### src/verilog/ppi_pkg.sv
// Purpose: shared constants for the port pin interrupt unit
// Assumes: 32-bit AHB-Lite register bus, one aligned word per register
// Notes: all offsets are byte addresses
`default_nettype none
package ppi_pkg;
    // register byte offsets
    localparam logic [7:0] OFS_STATUS = 8'h00;   // sticky pin events, read clears
    localparam logic [7:0] OFS_MASK = 8'h04;     // interrupt mask
    localparam logic [7:0] OFS_MODE = 8'h08;     // two mode bits per pin
    localparam logic [7:0] OFS_INCFG = 8'h0c;    // threshold and buffer disables
    localparam logic [7:0] OFS_SIOCFG = 8'h10;   // special pin settings
    localparam logic [7:0] OFS_PINS = 8'h14;     // synchronised pin levels
    // edge modes
    typedef enum logic [1:0]
    {
        PPI_EDGE_NONE = 2'b00,
        PPI_EDGE_RISE = 2'b01,
        PPI_EDGE_FALL = 2'b10,
        PPI_EDGE_BOTH = 2'b11
    } ppi_edge_t;
    // input threshold references
    typedef enum logic [1:0]
    {
        PPI_TH_HALF_VDDIO = 2'b00,
        PPI_TH_040_VDDIO = 2'b01,
        PPI_TH_HALF_VREF = 2'b10,
        PPI_TH_VREF = 2'b11
    } ppi_thresh_t;
    // field positions in the input configuration register
    localparam int INCFG_LVTTL_BIT = 0;
    localparam int INCFG_DIS_LSB = 8;
    // field positions in the special pin register
    localparam int SIO_REG_LSB = 0;      // regulated-output select, 2 bits
    localparam int SIO_TH_LSB = 8;       // pair threshold, 2 bits
    // ahb constants
    localparam logic [1:0] HTRANS_NONSEQ = 2'b10;
    localparam logic [1:0] HTRANS_SEQ = 2'b11;
    localparam logic [31:0] RESET_ZERO = 32'h0000_0000;
endpackage
`default_nettype wire

### src/verilog/ppi_sync.sv
// Purpose: two-flop synchroniser for the pin inputs
// Assumes: pins are asynchronous to clk
// Notes: first stage is read only by the second stage
`timescale 1ns/1ps
`default_nettype none
module ppi_sync #(
    parameter int WIDTH = 8
) (
    // clock and reset
    input wire logic clk,
    input wire logic arst_n,
    // data
    input wire logic [WIDTH-1:0] d,
    output logic [WIDTH-1:0] q
);
    logic [WIDTH-1:0] meta_reg; // first stage, read only by the second stage
    // two stages in series
    always_ff @(posedge clk or negedge arst_n)
    begin
        if (!arst_n)
        begin
            meta_reg <= '0;
            q <= '0;
        end
        else
        begin
            meta_reg <= d;
            q <= meta_reg;
        end
    end
endmodule
`default_nettype wire

### src/verilog/ppi_edge.sv
// Purpose: per-pin edge detector with selectable edge mode
// Assumes: input already synchronised to clk
// Notes: edge only, there is no level mode
`timescale 1ns/1ps
`default_nettype none
module ppi_edge #(
    parameter int WIDTH = 8
) (
    // clock and reset
    input wire logic clk,
    input wire logic arst_n,
    // pin levels and per-pin modes
    input wire logic [WIDTH-1:0] level,
    input wire logic [2*WIDTH-1:0] mode,
    // one-cycle event per pin
    output logic [WIDTH-1:0] event_p
);
    logic [WIDTH-1:0] prev_reg; // level one cycle ago
    // remember previous level to see transitions
    always_ff @(posedge clk or negedge arst_n)
    begin
        if (!arst_n)
            prev_reg <= '0;
        else
            prev_reg <= level;
    end
    // one decoder per pin
    genvar i;
    generate
        for (i = 0; i < WIDTH; i++)
        begin : g_pin
            logic rise;
            logic fall;
            assign rise = level[i] & ~prev_reg[i];
            assign fall = ~level[i] & prev_reg[i];
            always_comb
            begin
                case (ppi_pkg::ppi_edge_t'(mode[2*i +: 2]))
                    ppi_pkg::PPI_EDGE_RISE: event_p[i] = rise;
                    ppi_pkg::PPI_EDGE_FALL: event_p[i] = fall;
                    ppi_pkg::PPI_EDGE_BOTH: event_p[i] = rise | fall;
                    default: event_p[i] = 1'b0;
                endcase
            end
        end
    endgenerate
endmodule
`default_nettype wire

### src/verilog/ppi_port_irq.sv
// Purpose: pin interrupt unit and input configuration for one 8-pin port
// Assumes: one instance per port, clk keeps running in sleep modes
// Notes: registers on AHB-Lite, zero wait states, always OKAY
//
// Added by the designer: the AHB-Lite slave port and the register offsets.
`timescale 1ns/1ps
`default_nettype none
// Overview of operation
// per-pin rising, falling, both or no edge
// eight pins grouped into one unit
// unit drives its own interrupt line
// matching edge sets status bit, raises request
// detection runs whenever clk runs, sleep too
// edge detection only, no level mode
// one CMOS or LVTTL threshold per port
// per-pin input buffer disable, drive independent
// special pin regulated output blocks resistive pulls
// pin pair shares reference, four thresholds
// status read clears bits, request drops
module ppi_port_irq #(
    parameter int PINS = 8,
    parameter int SIO_PAIRS = 1
) (
    // clock and reset
    input wire logic clk,
    input wire logic arst_n,
    // ahb-lite slave
    input wire logic hsel,
    input wire logic [7:0] haddr,
    input wire logic [1:0] htrans,
    input wire logic hwrite,
    input wire logic [2:0] hsize,
    input wire logic [31:0] hwdata,
    input wire logic hready,
    output logic [31:0] hrdata,
    output logic hreadyout,
    output logic hresp,
    // port pins
    input wire logic [PINS-1:0] pin_in,
    // interrupt toward the interrupt controller
    output logic port_irq,
    // input buffer controls
    output logic lvttl_sel,
    output logic [PINS-1:0] inbuf_dis,
    // special pin controls
    output logic [2*SIO_PAIRS-1:0] sio_reg_out,
    output logic [2*SIO_PAIRS-1:0] sio_pull_allow,
    output logic [2*SIO_PAIRS*2-1:0] sio_thresh
);
    // the unit serves exactly one port of eight pins
    initial
    begin
        if (PINS != 8) $error("ppi_port_irq: PINS must be 8");
        if (SIO_PAIRS < 1 || SIO_PAIRS > 4) $error("ppi_port_irq: SIO_PAIRS 1..4");
    end

    localparam int SIO_PINS = 2 * SIO_PAIRS;

    logic [PINS-1:0] pin_sync;          // synchronised pin levels
    logic [PINS-1:0] pin_event;         // one-cycle edge events
    logic [PINS-1:0] status_reg;        // sticky events
    logic [PINS-1:0] mask_reg;          // interrupt enables, 1 passes
    logic [2*PINS-1:0] mode_reg;        // edge modes
    logic lvttl_reg;                    // port threshold select
    logic [PINS-1:0] dis_reg;           // input buffer disables
    logic [SIO_PINS-1:0] sio_reg_reg;   // regulated output select
    logic [2*SIO_PAIRS-1:0] sio_th_reg; // pair thresholds
    // data-phase capture
    logic dp_valid_reg;
    logic dp_write_reg;
    logic [7:0] dp_addr_reg;
    logic addr_take;
    logic rd_status;

    // pins pass two flops before edge logic
    ppi_sync #(.WIDTH(PINS)) u_sync
    (
        .clk(clk),
        .arst_n(arst_n),
        .d(pin_in),
        .q(pin_sync)
    );

    // edge detectors, gated only by mode
    ppi_edge #(.WIDTH(PINS)) u_edge
    (
        .clk(clk),
        .arst_n(arst_n),
        .level(pin_sync),
        .mode(mode_reg),
        .event_p(pin_event)
    );

    // address phase is taken when selected, active and bus ready
    assign addr_take = hsel && hready && (htrans == ppi_pkg::HTRANS_NONSEQ
                                          || htrans == ppi_pkg::HTRANS_SEQ);
    assign hreadyout = 1'b1;
    assign hresp = 1'b0;

    // latch the address phase for use in the data phase
    always_ff @(posedge clk or negedge arst_n)
    begin
        if (!arst_n)
        begin
            dp_valid_reg <= 1'b0;
            dp_write_reg <= 1'b0;
            dp_addr_reg <= '0;
        end
        else
        begin
            dp_valid_reg <= addr_take;
            dp_write_reg <= hwrite;
            dp_addr_reg <= haddr;
        end
    end

    // read of status happens at the address phase so data is ready next cycle
    assign rd_status = addr_take && !hwrite && haddr == ppi_pkg::OFS_STATUS;

    // read data registered, valid in data phase
    always_ff @(posedge clk or negedge arst_n)
    begin
        if (!arst_n)
            hrdata <= ppi_pkg::RESET_ZERO;
        else if (addr_take && !hwrite)
        begin
            hrdata <= ppi_pkg::RESET_ZERO;
            if (haddr == ppi_pkg::OFS_STATUS)
                hrdata[PINS-1:0] <= status_reg;
            else if (haddr == ppi_pkg::OFS_MASK)
                hrdata[PINS-1:0] <= mask_reg;
            else if (haddr == ppi_pkg::OFS_MODE)
                hrdata[2*PINS-1:0] <= mode_reg;
            else if (haddr == ppi_pkg::OFS_INCFG)
            begin
                hrdata[ppi_pkg::INCFG_LVTTL_BIT] <= lvttl_reg;
                hrdata[ppi_pkg::INCFG_DIS_LSB +: PINS] <= dis_reg;
            end
            else if (haddr == ppi_pkg::OFS_SIOCFG)
            begin
                hrdata[ppi_pkg::SIO_REG_LSB +: SIO_PINS] <= sio_reg_reg;
                hrdata[ppi_pkg::SIO_TH_LSB +: 2*SIO_PAIRS] <= sio_th_reg;
            end
            else if (haddr == ppi_pkg::OFS_PINS)
                hrdata[PINS-1:0] <= pin_sync;
            // unmapped addresses read zero
        end
    end

    // sticky status: new events win over a clearing read
    always_ff @(posedge clk or negedge arst_n)
    begin
        if (!arst_n)
            status_reg <= '0;
        else if (rd_status)
            status_reg <= pin_event;
        else
            status_reg <= status_reg | pin_event;
    end

    // writable configuration, taken in the data phase
    always_ff @(posedge clk or negedge arst_n)
    begin
        if (!arst_n)
        begin
            mask_reg <= '0;
            mode_reg <= '0;
            lvttl_reg <= 1'b0;
            dis_reg <= '0;
            sio_reg_reg <= '0;
            sio_th_reg <= '0;
        end
        else if (dp_valid_reg && dp_write_reg)
        begin
            if (dp_addr_reg == ppi_pkg::OFS_MASK)
                mask_reg <= hwdata[PINS-1:0];
            else if (dp_addr_reg == ppi_pkg::OFS_MODE)
                mode_reg <= hwdata[2*PINS-1:0];
            else if (dp_addr_reg == ppi_pkg::OFS_INCFG)
            begin
                lvttl_reg <= hwdata[ppi_pkg::INCFG_LVTTL_BIT];
                dis_reg <= hwdata[ppi_pkg::INCFG_DIS_LSB +: PINS];
            end
            else if (dp_addr_reg == ppi_pkg::OFS_SIOCFG)
            begin
                sio_reg_reg <= hwdata[ppi_pkg::SIO_REG_LSB +: SIO_PINS];
                sio_th_reg <= hwdata[ppi_pkg::SIO_TH_LSB +: 2*SIO_PAIRS];
            end
            // status, pins and unmapped addresses ignore writes
        end
    end

    // single level request, high while an unmasked status bit stands
    assign port_irq = |(status_reg & mask_reg);

    // configuration outputs straight from flops
    assign lvttl_sel = lvttl_reg;
    assign inbuf_dis = dis_reg;
    assign sio_reg_out = sio_reg_reg;

    // regulated pins lose resistive pulls; each pair shares one threshold
    genvar p;
    generate
        for (p = 0; p < SIO_PINS; p++)
        begin : g_sio
            assign sio_pull_allow[p] = ~sio_reg_reg[p];
            assign sio_thresh[2*p +: 2] = sio_th_reg[2*(p/2) +: 2];
        end
    endgenerate

    // a clearing read with no new event leaves status empty
    clear_read_a: assert property (@(posedge clk) disable iff (!arst_n)
        rd_status && pin_event == '0 |=> status_reg == '0)
        else $error("status not cleared by read");

    // a rise in rise mode sets the status bit
    rise_set_a: assert property (@(posedge clk) disable iff (!arst_n)
        pin_sync[0] && !$past(pin_sync[0]) && mode_reg[1:0] == 2'b01
        |=> status_reg[0])
        else $error("rise event lost");

    // no event in none mode
    none_quiet_a: assert property (@(posedge clk) disable iff (!arst_n)
        mode_reg[1:0] == 2'b00 |-> !pin_event[0])
        else $error("event in none mode");

    // irq follows unmasked status
    irq_tie_a: assert property (@(posedge clk) disable iff (!arst_n)
        port_irq == |(status_reg & mask_reg))
        else $error("irq mismatch");

    // pulls never allowed on regulated pins
    sio_pull_a: assert property (@(posedge clk) disable iff (!arst_n)
        !(sio_pull_allow[0] && sio_reg_out[0]))
        else $error("pull on regulated pin");

    // pair members share threshold
    pair_th_a: assert property (@(posedge clk) disable iff (!arst_n)
        sio_thresh[1:0] == sio_thresh[3:2])
        else $error("pair threshold differs");

    // status bits hold without read
    status_hold_a: assert property (@(posedge clk) disable iff (!arst_n)
        !rd_status && status_reg[0] |=> status_reg[0])
        else $error("status dropped");

    // threshold write lands
    lvttl_wr_a: assert property (@(posedge clk) disable iff (!arst_n)
        dp_valid_reg && dp_write_reg && dp_addr_reg == ppi_pkg::OFS_INCFG
        |=> lvttl_sel == $past(hwdata[0]))
        else $error("lvttl write lost");

    // buffer disable write lands one cycle after the data phase
    dis_wr_a: assert property (@(posedge clk) disable iff (!arst_n)
        dp_valid_reg && dp_write_reg && dp_addr_reg == ppi_pkg::OFS_INCFG
        |=> inbuf_dis == $past(hwdata[ppi_pkg::INCFG_DIS_LSB +: PINS]))
        else $error("buffer disable write lost");

    // edge mode write lands for every pin at once
    mode_wr_a: assert property (@(posedge clk) disable iff (!arst_n)
        dp_valid_reg && dp_write_reg && dp_addr_reg == ppi_pkg::OFS_MODE
        |=> mode_reg == $past(hwdata[2*PINS-1:0]))
        else $error("mode write lost");

    // regulated select write lands, pulls follow it
    sio_wr_a: assert property (@(posedge clk) disable iff (!arst_n)
        dp_valid_reg && dp_write_reg && dp_addr_reg == ppi_pkg::OFS_SIOCFG
        |=> sio_reg_out == $past(hwdata[ppi_pkg::SIO_REG_LSB +: SIO_PINS]))
        else $error("regulated select write lost");

    // a fall in fall mode sets the status bit
    fall_set_a: assert property (@(posedge clk) disable iff (!arst_n)
        !pin_sync[0] && $past(pin_sync[0]) && mode_reg[1:0] == 2'b10
        |=> status_reg[0])
        else $error("fall event lost");

    // a steady level never makes an event, there is no level mode
    level_quiet_a: assert property (@(posedge clk) disable iff (!arst_n)
        pin_sync[0] == $past(pin_sync[0]) |-> !pin_event[0])
        else $error("event on steady level");

    // a clearing read with no new event drops the request
    irq_drop_a: assert property (@(posedge clk) disable iff (!arst_n)
        rd_status && pin_event == '0 |=> !port_irq)
        else $error("request not dropped after read");

    // a fully masked port never requests
    mask_block_a: assert property (@(posedge clk) disable iff (!arst_n)
        mask_reg == '0 |-> !port_irq)
        else $error("request while masked");

    // any edge in both mode makes an event
    both_event_a: assert property (@(posedge clk) disable iff (!arst_n)
        pin_sync[0] != $past(pin_sync[0]) && mode_reg[1:0] == 2'b11
        |-> pin_event[0])
        else $error("both-edge event lost");

    // zero wait states and always okay on the bus
    bus_okay_a: assert property (@(posedge clk) disable iff (!arst_n)
        hreadyout && !hresp)
        else $error("bus not ready or error");
endmodule
`default_nettype wire

### config.mk
export PLATFORM = sky130hd
export DESIGN_NAME = ppi_port_irq
export DESIGN_NICKNAME = d
export VERILOG_FILES = /design/src/verilog/ppi_pkg.sv /design/src/verilog/ppi_sync.sv /design/src/verilog/ppi_edge.sv /design/src/verilog/ppi_port_irq.sv
export SDC_FILE = /design/constraint.sdc
export NUM_CORES = 1
export LEC_CHECK = 0
export ABC_AREA = 1
export BUFFER_PORTS_ARGS = -buffer_cell sky130_fd_sc_hd__buf_2
export CORE_ASPECT_RATIO = 1.5
export CORE_MARGIN = 1
export CORE_UTILIZATION = 45
export CTS_CLUSTER_SIZE = 12
export DETAILED_ROUTE_END_ITERATION = 8
export HOLD_SLACK_MARGIN = 0.02
export PLACE_DENSITY_LB_ADDON = 0.12
export SKIP_CTS_REPAIR_TIMING = 1
export SLEW_MARGIN = 10
export SYNTH_ARGS = -nofsm -noshare
export SYNTH_HDL_FRONTEND = slang
export SYNTH_SLANG_ARGS = --single-unit
export TNS_END_PERCENT = 1
### constraint.sdc
create_clock -name clk -period 1.5 [get_ports clk]
set_clock_uncertainty 0.1 [all_clocks]
set_input_delay 0.225 -clock clk [delete_from_list [all_inputs] [get_ports clk]]
set_output_delay 0.225 -clock clk [all_outputs]
set_load 0.02 [all_outputs]
======== Yosys cells after proc, flatten, opt, wreduce, memory -nomap -nowiden ========
Index checks and enable logic that the tools add are counted.
operators by class
  magnitude comparators ................... 0
  div/mod/pow operators ................... 0
  add/sub/neg operators ................... 0
  shift-type cells ........................ 0
  $mul .................................... 0
  reduce and logical (&&, ||, !) cells .... 13
  equal/unequal tests ..................... 35
  bitwise logic cells ..................... 47
  mux-type cells .......................... 22
operators with widths
  operator            number
  $mux 8              6
  $eq 2x2->1 const B  18
  $eq 8x4->1 const B  4
  $eq 8x5->1 const B  3
  $pmux 1 s3          8
  $not 1->1           21
  $and 1x1->1         16
  $eq 2x1->1 const B  8
  $eq 8x3->1 const B  2
  $mux 16             1
  $mux 6              2
  $and 8x8->8         1
  $logic_not 8->1     1
  $or 1x1->1          8
  $or 8x8->8          1
  $reduce_or 8->1     1
  $mux 7              1
  $mux 2              3
  $logic_and 1x1->1   5
  $reduce_and 5->1    1
  $reduce_and 4->1    1
  $reduce_and 3->1    1
  $reduce_and 2->1    1
  $logic_not 1->1     1
  other kinds (2)     2
word-level totals
  bits in registers ....................... 95
  input bits .............................. 58
  memories kept ........................... 0
  RAM bits ................................ 0
  logic and storage cells ................. 131
  bits in read-only memories .............. 0
  bits in latches ......................... 0

======== Depth between registers and ports, before layout ========
  depth after elaboration ................. 7
  gate-level depth with buffers ........... 11
  mapped depth without buffers ............ 10

======== Hierarchy ========
From an unflattened synthesis, not the netlist that was laid out.
unflattened totals
  cells, all modules ...................... 517
  area, all modules ....................... 4508.1 um2
modules (own cells, without submodules)
  module        area an instance (um2)  sequential area each (um2)  cells each  times used
  ppi_port_irq  3397.0                  1776.7                      405         1
  ppi_edge      710.7                   200.2                       96          1
  ppi_sync      400.4                   400.4                       16          1

======== Least setup slack after synthesis ========
Ideal clock, no wire load.
  path kind ............................... register to register
  start ................................... register dp_addr_reg[1]
  end ..................................... register mask_reg[5]
  setup slack ............................. 0.106 ns
  stages on the path, launching flop included .. 7
  data required time ...................... 1.283 ns
  path buffers ............................ 1
  setup time .............................. 0.117 ns
  arrival ................................. 1.176 ns
  cell sequence ........................... dfrtp_1 > or2_4 > nor2_2 > nand4_2 > buf_4 > nand2_1 > o21ai_2
on the way
  longest elaborated chain between the ends .. 2
ends and longest elaborated chain
  item                        RTL line             RTL
  start: declaration          ppi_port_irq.sv:71   logic [7:0] dp_addr_reg;
  start signal: assignment    ppi_port_irq.sv:113  dp_addr_reg <= haddr;
  $eq 8x3->1                  ppi_port_irq.sv:175  if (dp_addr_reg == ppi_pkg::OFS_MASK)
  $reduce_and 2->1 (no line)  n/a
  end signal: assignment      ppi_port_irq.sv:176  mask_reg <= hwdata[PINS-1:0];
  end: declaration            ppi_port_irq.sv:62   logic [PINS-1:0] mask_reg;
Every way passes these cells.
A chain may end at the register's enable or synchronous reset.

======== Worst setup path in the final report ========
  start ................................... register mask_reg[3]
  end ..................................... output port_irq
on the way
  longest elaborated chain between the ends .. 2
ends and longest elaborated chain
  item              RTL line             RTL
  $and 8x8->8       ppi_port_irq.sv:194  assign port_irq = |(status_reg & mask_reg);
  $reduce_or 8->1   ppi_port_irq.sv:194
  end: declaration  ppi_port_irq.sv:41   output logic port_irq,
Every way passes these cells.

==> results.json <==
{
  "status": "finished, violations left",
  "violations": "negative setup slack",
  "clk_latency_ns": 0.34,
  "crit_path_cell_trace": "inv_2 > o22ai_2 > a221oi_1 > nand2_1 > buf_6",
  "maxCapViolCount": 0,
  "synth_adder_area_share": 0.0455,
  "period_needed_ns": 1.72,
  "p_leak_nw": 3.07,
  "fmax_mhz": 583,
  "start_util": 0.470,
  "yosysWarnings": 0,
  "die-area_um2": 10200,
  "rsz0062_at_grt": "true",
  "vdd_drop_max_mv": 0.600,
  "setup_violations": 1,
  "worst-setup-path-type": "reg2out",
  "port_buffers": 71,
  "r2r_start": "dp_addr_reg[1]",
  "synth_compound_area_frac": 0.111,
  "slowest_delay_ns": 0.39,
  "cp-endpoint": "port_irq",
  "totalPowerFinal_mw": 5.23,
  "worst-path-stages": 5,
  "critPathLaunchType": "flip-flop",
  "die_y_um": 123,
  "switching_share": 0.250,
  "synth.largest_area_cell": "dfrtp_1",
  "critPathCaptureType": "output port",
  "drive_gt1_frac": 0.258,
  "syn_area_um2": 4400,
  "antenna_cells": 0,
  "post_synth_xor_area_fraction": 0,
  "drc": 0,
  "grt_usage": 0.209,
  "ys_top_cells_by_area": "dfrtp_1, nand2_1, inv_1",
  "first_global_vias": 3326,
  "yosysSeqAreaShare": 0.540,
  "hold_ws_ns": 0.0472,
  "crit_required_ns": 1.17,
  "cts_tree": "done",
  "drt_iter0_markers": 152,
  "wl_per_cell_um": 13.3,
  "wl_um": 9490,
  "fin_nets": 669,
  "synth-simple-area-share": 0.187,
  "switching_power_mw": 1.31,
  "finalMaxSlewViolations": 0,
  "grt_pass1_wl_um": 15700,
  "synth_cell_type_count": 31,
  "layout_setup_ws_ns": -0.216,
  "cp_max_fo": 2,
  "path_delay_family": "flip-flops",
  "cts_buffers": 9,
  "cts_buffer_depth": 2,
  "powerDensity_nw_per_um2": 950,
  "htreeDepth": 3,
  "slowest_stage": "dfrtp_1",
  "worst-path-buf-inv": 2,
  "r2r-end": "mask_reg[3]",
  "overflow": 0,
  "antenna_found_initial": 0,
  "cts-root-buf": "clkbuf_16",
  "clkPwrFrac": 0.412,
  "finalHoldViolations": 0,
  "period_share": 1.14,
  "gp_congestion": 0.789,
  "pwr-share-seq": 0.511,
  "vias_per_cell": 4.80,
  "cp.arrival_ns": 1.39,
  "syn_inst": 483,
  "path_clk_slew_ns": 0.07,
  "ant_nets": 0,
  "vias": 3416,
  "p_comb_frac": 0.077,
  "rrSetupSlack_ns": 0.09,
  "reg2regPathDepth": 6,
  "rows": 43,
  "drt_first_pass_iters": 4,
  "ioPinCount": 110,
  "core-area_um2": 9360,
  "synth_mux_area_frac": 0,
  "critPathLaunch": "mask_reg[3]",
  "dp_hpwl_um": 6900,
  "cts.sinks": 95,
  "ys_ff_latch": 95,
  "final_cell_mix": "nand2_1, dfrtp_1, buf_2, inv_1, o21ai_1",
  "area_delta_synth_final_pct": 25.0,
  "internal-power_mw": 3.92,
  "synth_top_family_by_area": "simple AND/OR/NAND/NOR gates",
  "final_common_cell": "nand2_1",
  "die_x_um": 82.7,
  "hold_class": "in2reg",
  "netlist.area_leader.share": 0.540,
  "grt_max_degree": 58,
  "avgSynthCellArea_um2": 9.11
}
==> cell usage after synthesis <==
master,n
nor2_4,2
nor3_2,2
inv_1,70
nor2_1,13
inv_4,1
nand3_2,2
o21ai_2,8
o22ai_1,9
nand4_1,1
nand4_2,1
nor2_8,2
dfrtp_1,95
nand2_2,4
inv_2,4
conb_1,2
buf_4,21
nor4_1,1
clkbuf_1,1
o211ai_1,6
o21ai_1,33
buf_2,3
o21ai_0,12
buf_6,4
a221oi_1,2
o221ai_1,1
nand2_1,127
ha_1,16
or2_4,1
nand3_1,22
a21oi_1,13
nor2_2,4
==> power groups by stage <==
stage | registers, mW | logic, mW | clock network [mW]
2_1_floorplan | 2.73 | 0.217 | 0
3_3_place_gp | 2.72 | 0.359 | 0
3_5_place_dp | 2.72 | 0.370 | 0
4_1_cts | 2.67 | 0.372 | 2.22
5_1_grt | 2.68 | 0.464 | 2.30
6_report | 2.68 | 0.402 | 2.15
==> stage by stage <==
stage               TNS [ns]   util  setup WS, ns  area, µm²  cells
finish                -0.216  0.588        -0.216       5500    712
detailed placement   -0.0117  0.532      -0.00869       4980    675
global route          -0.296  0.588        -0.277       5500    712
floorplan                  0      -         0.106       4460    499
global placement           0  0.532        0.0123       4980    675
CTS                   -0.379  0.562        -0.336       5260    691
==> worst min path at each step <==
stage,from,endpoint,slack [ns],cells after the start
after floorplan,arst_n,dp_addr_reg[0],-0.17,0
after detailed placement,arst_n,u_sync.meta_reg[2],-0.03,1
final,hwdata[5],mask_reg[5],0.05,3
after CTS,arst_n,mode_reg[4],-0.40,1
after global routing,hwdata[3],mask_reg[3],0.05,3
after global placement,arst_n,u_sync.meta_reg[2],-0.03,1
==> cell type report <==
cell class,instances,area (µm²)
clock inverters,7,58.8
flip-flops and latches,95,2380
fillers,852,3860
clock buffers,9,225
repair buffers,114,807
well taps,112,140
inverters,75,284
multi-input cells,300,1610
==> per-layer routing <==
layer	GRT usage	vias to the layer above	wire (µm)	share of wire
met1	0.269	1602	4120	0.43
met5	0	-	0	0
met2	0.341	87	4800	0.51
met4	0.0787	0	208	0.022
met3	0.0428	14	359	0.038
li1	-	1713	-	-
==> worst reg2reg max path, stage by stage (launching register included) <==
cell and delay [ns]:
dfrtp_1 0.36, or2_4 0.26, nor2_2 0.14, nand4_2 0.13
buf_12 0.18, nand2_1 0.07, o21ai_2 0.05
==> logic make-up (layout without fill, tap and decap cells) <==
| logic type | after synthesis | count (layout) |
|---|---|---|
| fa+ha+maj | 16 | 16 |
| other cells | 2 | 18 |
| simple gates | 182 | 182 |
| buf+inv | 104 | 205 |
| flops | 95 | 95 |
| compound gates | 84 | 84 |
Note: power is estimated with default switching activity, not from simulation.
